## src/eecpm_pkg.sv

```systemverilog
// package: constants of the serial-memory configuration preload map
package eecpm_pkg;

  // ------------------------------------------------------------------
  // memory word addresses (byte addresses of 16-bit words)
  // ------------------------------------------------------------------
  localparam logic [7:0] EE_ADDR_SIG = 8'h00;
  localparam logic [7:0] EE_ADDR_VID = 8'h02;
  localparam logic [7:0] EE_ADDR_W06 = 8'h06;
  localparam logic [7:0] EE_ADDR_SSV = 8'h08;
  localparam logic [7:0] EE_ADDR_SSI = 8'h0A;
  localparam logic [7:0] EE_ADDR_W0C = 8'h0C;
  localparam logic [7:0] EE_ADDR_W0E = 8'h0E;

  // load steps: step 0 is the signature, steps 1..6 are stored words
  localparam logic [2:0] STEP_SIG = 3'h0;
  localparam logic [2:0] STEP_VID = 3'h1;
  localparam logic [2:0] STEP_W06 = 3'h2;
  localparam logic [2:0] STEP_SSV = 3'h3;
  localparam logic [2:0] STEP_SSI = 3'h4;
  localparam logic [2:0] STEP_W0C = 3'h5;
  localparam logic [2:0] STEP_W0E = 3'h6;
  localparam int         NUM_WORDS = 6;

  // hardware defaults of the stored words (kept when signature fails)
  localparam logic [15:0] DEF_VID = 16'h0000;
  localparam logic [15:0] DEF_W06 = 16'h0000;
  localparam logic [15:0] DEF_SSV = 16'h0000;
  localparam logic [15:0] DEF_SSI = 16'h0000;
  localparam logic [15:0] DEF_W0C = 16'h0000;
  localparam logic [15:0] DEF_W0E = 16'h0000;

  // ------------------------------------------------------------------
  // field positions: memory bit (W..) and register bit (R..)
  // ------------------------------------------------------------------
  localparam int W06_EVC = 0;      localparam int R144_EVC = 0;
  localparam int W06_L0S = 1;      localparam int RCC_L0S = 12;
  localparam int W06_L1 = 4;       localparam int RCC_L1 = 15;
  localparam int W06_NOORD_EGR = 8; localparam int R74_NOORD_EGR = 5;
  localparam int W06_NOORD_TAG = 9; localparam int R74_NOORD_TAG = 6;
  localparam int W06_SAF = 10;     localparam int R74_SAF = 0;
  localparam int W06_CUT = 11;     localparam int R74_CUT = 1;
  localparam int W06_ARB = 13;     localparam int R74_ARB = 3;
  localparam int W06_CRD = 14;     localparam int R74_CRD = 4;
  localparam int W06_INTA = 15;    localparam int R3C_INTA = 8;
  localparam int W0C_MPS = 0;      localparam int RC4_MPS = 0;
  localparam int W0C_ASPM = 2;     localparam int RCC_ASPM = 10;
  localparam int W0C_RBER = 4;     localparam int RC4_RBER = 15;
  localparam int W0C_MSI_DIS = 5;  localparam int R70_MSI_DIS = 14;
  localparam int W0C_CPP_DIS = 6;  localparam int R74_CPP_DIS = 15;
  localparam int W0C_PM_DIS = 7;   localparam int R70_PM_DIS = 13;
  localparam int W0C_PPNP = 8;     localparam int R8C_PPNP = 5;
  localparam int W0C_LBN = 9;      localparam int RCC_LBN = 21;
  localparam int W0C_FRZ = 10;     localparam int R8C_FRZ = 6;
  localparam int W0C_SOFL = 11;    localparam int R8C_SOFL = 0;
  localparam int W0C_SDN = 12;     localparam int RCC_SDN = 19;
  localparam int W0C_PMDS = 13;    localparam int R8C_PMDS = 1;
  localparam int W0C_LTR = 14;     localparam int RE4_LTR = 12;
  localparam int W0C_4KB = 15;     localparam int R8C_4KB = 3;
  localparam int W0E_DRV_LO = 0;   localparam int R94_DRV_LO = 0;
  localparam int W0E_DRV_HALF = 10; localparam int R94_DRV_HALF = 10;
  localparam int W0E_OBFF = 15;    localparam int RE4_OBFF = 18;

  // ------------------------------------------------------------------
  // wishbone register offsets and bits
  // ------------------------------------------------------------------
  localparam logic [7:0] WB_STATUS = 8'h00;
  localparam logic [7:0] WB_CTRL   = 8'h04;
  localparam logic [7:0] WB_VID    = 8'h08;
  localparam logic [7:0] WB_SUBSYS = 8'h0C;
  localparam logic [7:0] WB_W06W0C = 8'h10;
  localparam logic [7:0] WB_W0E    = 8'h14;
  localparam int ST_BIT_DONE = 0;
  localparam int ST_BIT_SIGOK = 1;
  localparam int ST_BIT_BUSY = 2;
  localparam int ST_BIT_SIGBAD = 3;
  localparam int CTRL_BIT_RELOAD = 0;

  // expected signature: value is arbitrary
  localparam logic [15:0] SIG_EXPECTED = 16'hA55A;

  typedef enum logic [1:0] {ST_START, ST_READ, ST_DONE} eecpm_state_type;

endpackage : eecpm_pkg

```

## src/eecpm_loader.sv

```systemverilog
// module: serial-memory preload of per-port configuration fields
// Function
// - word 02h becomes vendor id
// - words 08h/0Ah become subsystem vendor/subsystem id
// - 06h bit0 to 144h bit0, ports 0-2
// - 06h[3:1] to CCh[14:12], all ports
// - 06h[6:4] to CCh[17:15], all ports
// - 06h bits 8,9 to 74h bits 5,6
// - 06h[14:10] to 74h[4:0] switch mode
// - 06h bit15 to 3Ch bit8, ports 1-2
// - 0Ch[1:0] to C4h[1:0] max payload
// - 0Ch[3:2] to CCh[11:10] ASPM
// - 0Ch bit4 to C4h bit15
// - 0Ch bits 5,7 to 70h bits 14,13
// - 0Ch bit6 to 74h bit15
// - 0Ch bit8 to 8Ch bit5
// - 0Ch bit9 to CCh bit21, ports 1-2
// - 0Ch bit10 to 8Ch bit6
// - 0Ch bit11 to 8Ch bit0
// - 0Ch bit12 to CCh bit19
// - 0Ch bit13 to 8Ch bit1
// - 0Ch bit14 to E4h bit12
// - 0Ch bit15 to 8Ch bit3
// - 0Eh margins to 94h, bit15 to E4h bit18
`timescale 1ns/1ns
`default_nettype none

module eecpm_loader
  import eecpm_pkg::*;
#(
  parameter int NUM_PORTS = 3
) (
  input  wire logic                   sys_clk,
  input  wire logic                   reset,
  // serial-memory word read port
  output logic                        mem_rd_req,
  output logic [7:0]                  mem_addr,
  input  wire logic                   mem_rd_valid,
  input  wire logic [15:0]            mem_rd_data,
  // wishbone slave
  input  wire logic                   wb_cyc_i,
  input  wire logic                   wb_stb_i,
  input  wire logic                   wb_we_i,
  input  wire logic [7:0]             wb_adr_i,
  input  wire logic [31:0]            wb_dat_i,
  input  wire logic [3:0]             wb_sel_i,
  output logic [31:0]                 wb_dat_o,
  output logic                        wb_ack_o,
  // configuration-space side
  output logic                        cfg_ready,
  output logic                        cfg_load_done,
  output logic [15:0]                 vendor_id,
  output logic [15:0]                 subsys_vendor_id,
  output logic [15:0]                 subsys_id,
  output logic [32*NUM_PORTS-1:0]     port_intr_pin_img,
  output logic [32*NUM_PORTS-1:0]     port_cap_dis_img,
  output logic [32*NUM_PORTS-1:0]     port_sw_mode_img,
  output logic [32*NUM_PORTS-1:0]     port_order_ctl_img,
  output logic [32*NUM_PORTS-1:0]     port_tx_margin_img,
  output logic [32*NUM_PORTS-1:0]     port_dev_cap_img,
  output logic [32*NUM_PORTS-1:0]     port_link_cap_img,
  output logic [32*NUM_PORTS-1:0]     port_dev_cap2_img,
  output logic [32*NUM_PORTS-1:0]     port_vc_cap_img
);

  // ------------------------------------------------------------------
  // load sequencer
  // ------------------------------------------------------------------
  eecpm_state_type state_r;
  eecpm_state_type state_nxt;
  logic [2:0]      step_r;
  logic [2:0]      step_nxt;
  logic [15:0]     word_r [1:NUM_WORDS];
  logic            sig_ok_r;
  logic            sig_bad_r;
  logic            done_pulse_r;
  logic            reload_r;
  logic [7:0]      addr_r;

  wire logic       rd_hit    = (state_r == ST_READ) && mem_rd_valid;
  wire logic       sig_match = (mem_rd_data == SIG_EXPECTED);
  wire logic       last_step = (step_r == STEP_W0E);
  wire logic       sig_fail  = rd_hit && (step_r == STEP_SIG) && !sig_match;

  // step to memory address
  function automatic logic [7:0] step_addr(input logic [2:0] s);
    case (s)
      STEP_SIG: step_addr = EE_ADDR_SIG;
      STEP_VID: step_addr = EE_ADDR_VID;
      STEP_W06: step_addr = EE_ADDR_W06;
      STEP_SSV: step_addr = EE_ADDR_SSV;
      STEP_SSI: step_addr = EE_ADDR_SSI;
      STEP_W0C: step_addr = EE_ADDR_W0C;
      default:  step_addr = EE_ADDR_W0E;
    endcase
  endfunction : step_addr

  // next state: start, read words in order, then settle in done
  always_comb begin
    state_nxt = state_r;
    step_nxt  = step_r;
    case (state_r)
      ST_START: begin
        state_nxt = ST_READ;
        step_nxt  = STEP_SIG;
      end
      ST_READ: begin
        if (rd_hit) begin
          if (sig_fail || last_step) begin
            state_nxt = ST_DONE;
          end else begin
            step_nxt = step_r + 3'h1;
          end
        end
      end
      ST_DONE: begin
        if (reload_r) begin
          state_nxt = ST_START;
        end
      end
      default: state_nxt = ST_START;
    endcase
  end

  // sequencer starts itself at reset release
  always_ff @(posedge sys_clk) begin
    if (reset) begin
      state_r <= ST_START;
      step_r  <= STEP_SIG;
      addr_r  <= EE_ADDR_SIG;
    end else begin
      state_r <= state_nxt;
      step_r  <= step_nxt;
      addr_r  <= step_addr(step_nxt);
    end
  end

  // stored words: defaults on reset and at every load start
  always_ff @(posedge sys_clk) begin
    if (reset || state_r == ST_START) begin
      word_r[STEP_VID] <= DEF_VID;
      word_r[STEP_W06] <= DEF_W06;
      word_r[STEP_SSV] <= DEF_SSV;
      word_r[STEP_SSI] <= DEF_SSI;
      word_r[STEP_W0C] <= DEF_W0C;
      word_r[STEP_W0E] <= DEF_W0E;
    end else if (rd_hit && step_r != STEP_SIG) begin
      word_r[step_r] <= mem_rd_data;
    end
  end

  // status flags, done pulse
  always_ff @(posedge sys_clk) begin
    if (reset || state_r == ST_START) begin
      sig_ok_r     <= 1'b0;
      sig_bad_r    <= 1'b0;
      done_pulse_r <= 1'b0;
    end else begin
      if (rd_hit && step_r == STEP_SIG) begin
        sig_ok_r  <= sig_match;
        sig_bad_r <= !sig_match;
      end
      done_pulse_r <= (state_r == ST_READ) && (state_nxt == ST_DONE);
    end
  end

  // request held level-wise until the word comes back
  assign mem_rd_req    = (state_r == ST_READ);
  assign mem_addr      = addr_r;
  // config accesses wait for the load
  assign cfg_ready     = (state_r == ST_DONE);
  assign cfg_load_done = done_pulse_r;

  // ------------------------------------------------------------------
  // field mapping
  // ------------------------------------------------------------------
  wire logic [15:0] w06 = word_r[STEP_W06];
  wire logic [15:0] w0c = word_r[STEP_W0C];
  wire logic [15:0] w0e = word_r[STEP_W0E];

  assign vendor_id        = word_r[STEP_VID];
  assign subsys_vendor_id = word_r[STEP_SSV];
  assign subsys_id        = word_r[STEP_SSI];

  logic [31:0] img_cap_dis;
  logic [31:0] img_sw_mode;
  logic [31:0] img_order;
  logic [31:0] img_margin;
  logic [31:0] img_dev_cap;
  logic [31:0] img_link_cap;
  logic [31:0] img_dev_cap2;
  logic [31:0] img_vc_cap;

  // images shared by every port; unmapped bits stay zero
  always_comb begin
    img_cap_dis  = 32'h00000000;
    img_sw_mode  = 32'h00000000;
    img_order    = 32'h00000000;
    img_margin   = 32'h00000000;
    img_dev_cap  = 32'h00000000;
    img_link_cap = 32'h00000000;
    img_dev_cap2 = 32'h00000000;
    img_vc_cap   = 32'h00000000;
    img_vc_cap[R144_EVC] = w06[W06_EVC];
    img_link_cap[RCC_L0S +: 3] = w06[W06_L0S +: 3];
    img_link_cap[RCC_L1 +: 3] = w06[W06_L1 +: 3];
    img_sw_mode[R74_NOORD_EGR] = w06[W06_NOORD_EGR];
    img_sw_mode[R74_NOORD_TAG] = w06[W06_NOORD_TAG];
    img_sw_mode[R74_SAF]      = w06[W06_SAF];
    img_sw_mode[R74_CUT +: 2] = w06[W06_CUT +: 2];
    img_sw_mode[R74_ARB]      = w06[W06_ARB];
    img_sw_mode[R74_CRD]      = w06[W06_CRD];
    img_dev_cap[RC4_MPS +: 2] = w0c[W0C_MPS +: 2];
    img_link_cap[RCC_ASPM +: 2] = w0c[W0C_ASPM +: 2];
    img_dev_cap[RC4_RBER] = w0c[W0C_RBER];
    img_cap_dis[R70_MSI_DIS] = w0c[W0C_MSI_DIS];
    img_cap_dis[R70_PM_DIS]  = w0c[W0C_PM_DIS];
    img_sw_mode[R74_CPP_DIS] = w0c[W0C_CPP_DIS];
    img_order[R8C_PPNP] = w0c[W0C_PPNP];
    img_order[R8C_FRZ] = w0c[W0C_FRZ];
    img_order[R8C_SOFL] = w0c[W0C_SOFL];
    img_link_cap[RCC_SDN] = w0c[W0C_SDN];
    img_order[R8C_PMDS] = w0c[W0C_PMDS];
    img_dev_cap2[RE4_LTR] = w0c[W0C_LTR];
    img_order[R8C_4KB] = w0c[W0C_4KB];
    img_margin[R94_DRV_LO +: 5]   = w0e[W0E_DRV_LO +: 5];
    img_margin[R94_DRV_HALF +: 5] = w0e[W0E_DRV_HALF +: 5];
    img_dev_cap2[RE4_OBFF]        = w0e[W0E_OBFF];
  end

  // per-port fan-out; port 0 lacks interrupt pin and bandwidth bit
  genvar gp;
  generate
    for (gp = 0; gp < NUM_PORTS; gp++) begin : g_port
      wire logic down_port = (gp != 0);
      logic [31:0] intr_img;
      logic [31:0] link_img;
      always_comb begin
        intr_img = 32'h00000000;
        link_img = img_link_cap;
        intr_img[R3C_INTA] = down_port & w06[W06_INTA];
        link_img[RCC_LBN] = down_port & w0c[W0C_LBN];
      end
      // shared images fanned into every port; interrupt pin and link cap images are per port
      assign port_intr_pin_img[32*gp +: 32]  = intr_img;
      assign port_link_cap_img[32*gp +: 32]  = link_img;
      assign port_cap_dis_img[32*gp +: 32]   = img_cap_dis;
      assign port_sw_mode_img[32*gp +: 32]   = img_sw_mode;
      assign port_order_ctl_img[32*gp +: 32] = img_order;
      assign port_tx_margin_img[32*gp +: 32] = img_margin;
      assign port_dev_cap_img[32*gp +: 32]   = img_dev_cap;
      assign port_dev_cap2_img[32*gp +: 32]  = img_dev_cap2;
      assign port_vc_cap_img[32*gp +: 32]    = img_vc_cap;
    end
  endgenerate

  // ------------------------------------------------------------------
  // wishbone slave: one wait state, ack for any address
  // ------------------------------------------------------------------
  logic        ack_r;
  logic [31:0] rdat_r;
  wire logic   wb_req    = wb_cyc_i && wb_stb_i && !ack_r;
  wire logic   ctrl_wr   = wb_req && wb_we_i && (wb_adr_i == WB_CTRL) && wb_sel_i[0];
  wire logic   busy      = (state_r != ST_DONE);
  logic [31:0] rd_mux;

  // read decode; unmapped addresses read as zero
  always_comb begin
    rd_mux = 32'h00000000;
    case (wb_adr_i)
      WB_STATUS: begin
        rd_mux[ST_BIT_DONE]   = !busy;
        rd_mux[ST_BIT_SIGOK]  = sig_ok_r;
        rd_mux[ST_BIT_BUSY]   = busy;
        rd_mux[ST_BIT_SIGBAD] = sig_bad_r;
      end
      WB_VID:    rd_mux = {16'h0000, word_r[STEP_VID]};
      WB_SUBSYS: rd_mux = {word_r[STEP_SSI], word_r[STEP_SSV]};
      WB_W06W0C: rd_mux = {w0c, w06};
      WB_W0E:    rd_mux = {16'h0000, w0e};
      default:   rd_mux = 32'h00000000;
    endcase
  end

  // ack and read data registered; reload ignored while busy
  always_ff @(posedge sys_clk) begin
    if (reset) begin
      ack_r    <= 1'b0;
      rdat_r   <= 32'h00000000;
      reload_r <= 1'b0;
    end else begin
      ack_r    <= wb_req;
      rdat_r   <= wb_req ? rd_mux : rdat_r;
      reload_r <= ctrl_wr && wb_dat_i[CTRL_BIT_RELOAD] && !busy;
    end
  end

  assign wb_ack_o = ack_r;
  assign wb_dat_o = rdat_r;
endmodule : eecpm_loader

`default_nettype wire

```

## config.mk

```make
export PLATFORM = sky130hd
export DESIGN_NAME = eecpm_loader
export DESIGN_NICKNAME = d
export VERILOG_FILES = /design/src/eecpm_pkg.sv /design/src/eecpm_loader.sv
export SDC_FILE = /design/constraint.sdc
export NUM_CORES = 1
export LEC_CHECK = 0
export BUFFER_PORTS_ARGS = -buffer_cell sky130_fd_sc_hd__buf_2
export CORE_AREA = 8 8 387 389
export CTS_BUF_LIST = sky130_fd_sc_hd__clkbuf_16
export CTS_CLUSTER_SIZE = 16
export DETAILED_ROUTE_END_ITERATION = 10
export DIE_AREA = 0 0 395 397
export SKIP_LAST_GASP = 1
export SLEW_MARGIN = 40
export SYNTH_ARGS = -nofsm -noshare
export SYNTH_HDL_FRONTEND = slang
export SYNTH_SLANG_ARGS = --single-unit
export TNS_END_PERCENT = 30
```

## constraint.sdc

```tcl
create_clock -name sys_clk -period 2.51 [get_ports sys_clk]
set_input_delay 0.3765 -clock sys_clk [delete_from_list [all_inputs] [get_ports sys_clk]]
set_output_delay 0.3765 -clock sys_clk [all_outputs]
set_load 0.02 [all_outputs]
```

==> summary.md <==
| Metric | Value |
|---|---|
| Via density | approximately 2.1 |
| First-pass GRT wire length | 63,650 um |
| Share of the synthesized area in the top cell type | 51.85% |
| Pwr dens | 531.2 nW/um^2 |
| Final-stage net count | 1,595 |
| Final hold slack | 0.2623 ns |
| Antenna-violating nets left | 0 |
| Worst-path clk slew | 0.07 ns |
| Via Count | around 7,200 |
| Fin crit share | 91.32% |
| First-pass iteration count of the detailed router | 5 |
| Worst vdd ir | 0.4751 mV |
| Gp weighted congestion | just under 0.7 |
| Yosys cell types | 53 |
| Adder-cell share of the synthesized area | less than 1% |
| Port bufs | between 200 and 250 |
| Hpwl dp | approximately 46,000 um |
| Synth Cell Area | 12,380 sq um |
| CP max FO | 12 |
| Hold_buf cts | 0 |
| GRT overflow | 0 |
| CTS tree | built |
| Remaining DRCs | 0 |
| Static leakage | 6.388 nW |
| Synth Flop Type | edfxtp_1 |
| CP max stage delay | 0.51 ns |
| Vias in the first global route | 6,999 |
| CP Class | register to register |
| # setup viols final | 0 |
| CTS root buffer | clkbuf_16 |
| Clock Latency Late Sink | around 0.48 ns |
| Proportion of synthesized area in mux cells | 0.08087% |
| EDFF count, synth | 96 |
| Hold Crit Class | primary input to register |
| Post-synth ARST share | 0% |
| Post-route setup slack | between 0.2 and 0.25 ns |
| Mapped Cells | 1,339 |
| Fin. Hold Viols | 0 |
| Die area | 156,800 sq um |
| Die width | approximately 400 um |
| Reg area | 3784 sq um |
| Fmax | 436.3 MHz |
| Area Overhead vs Synth | 8.754% |
| Seq cells post-synth | around 140 |
| Num CTS Buffers | 17 |
| Clock buffer depth | 2 |
| Row Count | 140 |
| Average size of a mapped cell | 9.244 sq um |
| Yosys top cell by area | buf_4 |
| Rel. slew slack | 48.44% |
| Total Power | 7.150 mW |
| Largest net degree at the start of global routing | 22 |
| Synth Area in Simple Gates | 10.14% |
| Slew Viols, Final | 0 |
| Post-Synth XOR/XNOR Area | 0.1415% |
| Combinational family with the most area after synthesis | buffers and inverters |
| Die height | 397 um |
| CP Cell Sequence | inv_1 -> ha_1 -> nor4_1 -> and3_1 -> nand2b_1 -> buf_12 |
| Number of DRC markers in iteration 0 | 537 |
| Synth Area in Compound Gates | under 10% |
| Slowest CP cell | dfxtp_1 |
| Initial Utilization | 8.586% |
| Status | completed |
| Pre-CTS worst setup slack | around 0.09 ns |
| Sequential area share after synthesis | 30.57% |
| Number of I/O pins | 1,022 |
| H-tree Lvls | 4 |
| Share of post-route cells with drive strength above 1 | 23.52% |
| Multi-input logic area | 4875 sq um |
| CTS Sinks | 141 |
| Synth area leaders | buf_4 (52%), edfxtp_1 (23%), dfxtp_1 (7.3%) |
| Final WL | just over 50,000 um |
| Synth top cells by count | buf_4 (855), edfxtp_1 (96), and2_1 (87) |
| Fillers | 16,820 |
| Actual slew at the worst max-slew pin | roughly 0.77 ns |
| Clock Skew | between 0.01 and 0.015 ns |
| Max Cap Violations | 0 |
| Core box area | 144,200 sq um |
| Post-CTS Setup Bufs | 0 |
| Post-CTS sizing | 0 |
| CP required | 2.69 ns |
| Initial antenna violation count | 13 |
| Fin crit period | roughly 2.3 ns |
| Yosys Warn Count | 0 |
| CP Launch Type | register |
| Routed len/inst | around 15 um |
| Util after Layout | 9.338% |
| Worst path arrival time | between 2 and 2.5 ns |
| Most numerous cell in the Yosys netlist | buf_4 |
| RSZ-0062 raised after global routing | no |
| Total GRT Usage | 6.017% |
| Setup TNS | 0 ns |
| CP Capture Type | register |
==> flip-flops by register name (all words and copies together) (netlist names) <==
register,count
sig_bad_r,1
state_r,2
cfg_load_done,1
step_r,3
wb_dat_o,32
mem_addr,3
word_r,96
reload_r,1
wb_ack_o,1
sig_ok_r,1
==> cell families (layout without fill, tap and decap cells) <==
kind of cell | after synthesis | in the layout
AOI/OAI and AO/OA | 98 | 98
xor gates and xnor gates | 2 | 2
and+or+nand+nor | 209 | 209
DFF | 141 | 141
buffers and inverters | 884 | 340
muxes | 1 | 1
adders and majority gates | 3 | 3
other | 1 | 750
==> worst paths after layout <==
check	cells after the start	end	start	slack [ns]
min	2	word_r[5][11]	mem_rd_data[11]	0.26
min reg2reg	2	wb_dat_o[15]	wb_dat_o[15]	0.46
max	6	word_r[3][8]	step_r[1]	0.22
max reg2reg	6	word_r[3][8]	step_r[1]	0.22
==> power by group <==
group	leakage (nW)	switching [mW]	internal, mW	total [mW]
clock network	0.304	1.21	1.50	2.71
registers	1.44	0.117	2.58	2.69
logic	4.65	1.55	0.201	1.75
total	6.39	2.87	4.28	7.15
==> metrics by stage <==
step                      std cells  instance area (sq um)
after CTS                      3456                  13450
after global routing           3456                  13450
after floorplan                2083                  15170
after global placement         3424                  12850
final                          3461                  13460
after detailed placement       3424                  12850
==> layer usage <==
metal / global-route usage, % / share of wire [%]
met5: 0 / 0.079
met4: 1.859 / 1.9
met3: 2.417 / 9.9
met2: 10.23 / 50
met1: 6.906 / 38
==> critical path: cells and delay by family (launching register included) <==
family | cells | cell delay (ns)
and+or+nand+nor | 3 | 0.87
DFF | 1 | 0.51
buffers and inverters | 2 | 0.35
adders and majority gates | 1 | 0.23
==> layout make-up <==
cell class	instances	share of cell area [%]
Clock inverter	13	0.9295
Sequential cell	141	28.11
Tap cell	1917	17.82
Clock buffer	19	3.532
Inverter	4	0.1115
Antenna cell	5	0.09295
Multi-Input combinational cell	1058	36.21
Timing Repair Buffer	304	13.20
==> cell usage in the layout, fill, tap and decap left out, types with 8 or more instances in the layout <==
cell type / count
buf_12: 8
and2_2: 12
buf_4: 54
edfxtp_1: 96
a2bb2oi_1: 16
nor2_1: 45
clkbuf_16: 19
conb_1: 745
dfxtp_1: 45
nand2b_1: 8
and2_1: 87
o21ai_0: 17
a22oi_1: 30
buf_2: 242
a221oi_1: 12
nand2_1: 18
Power figures use the tool's default switching activity.
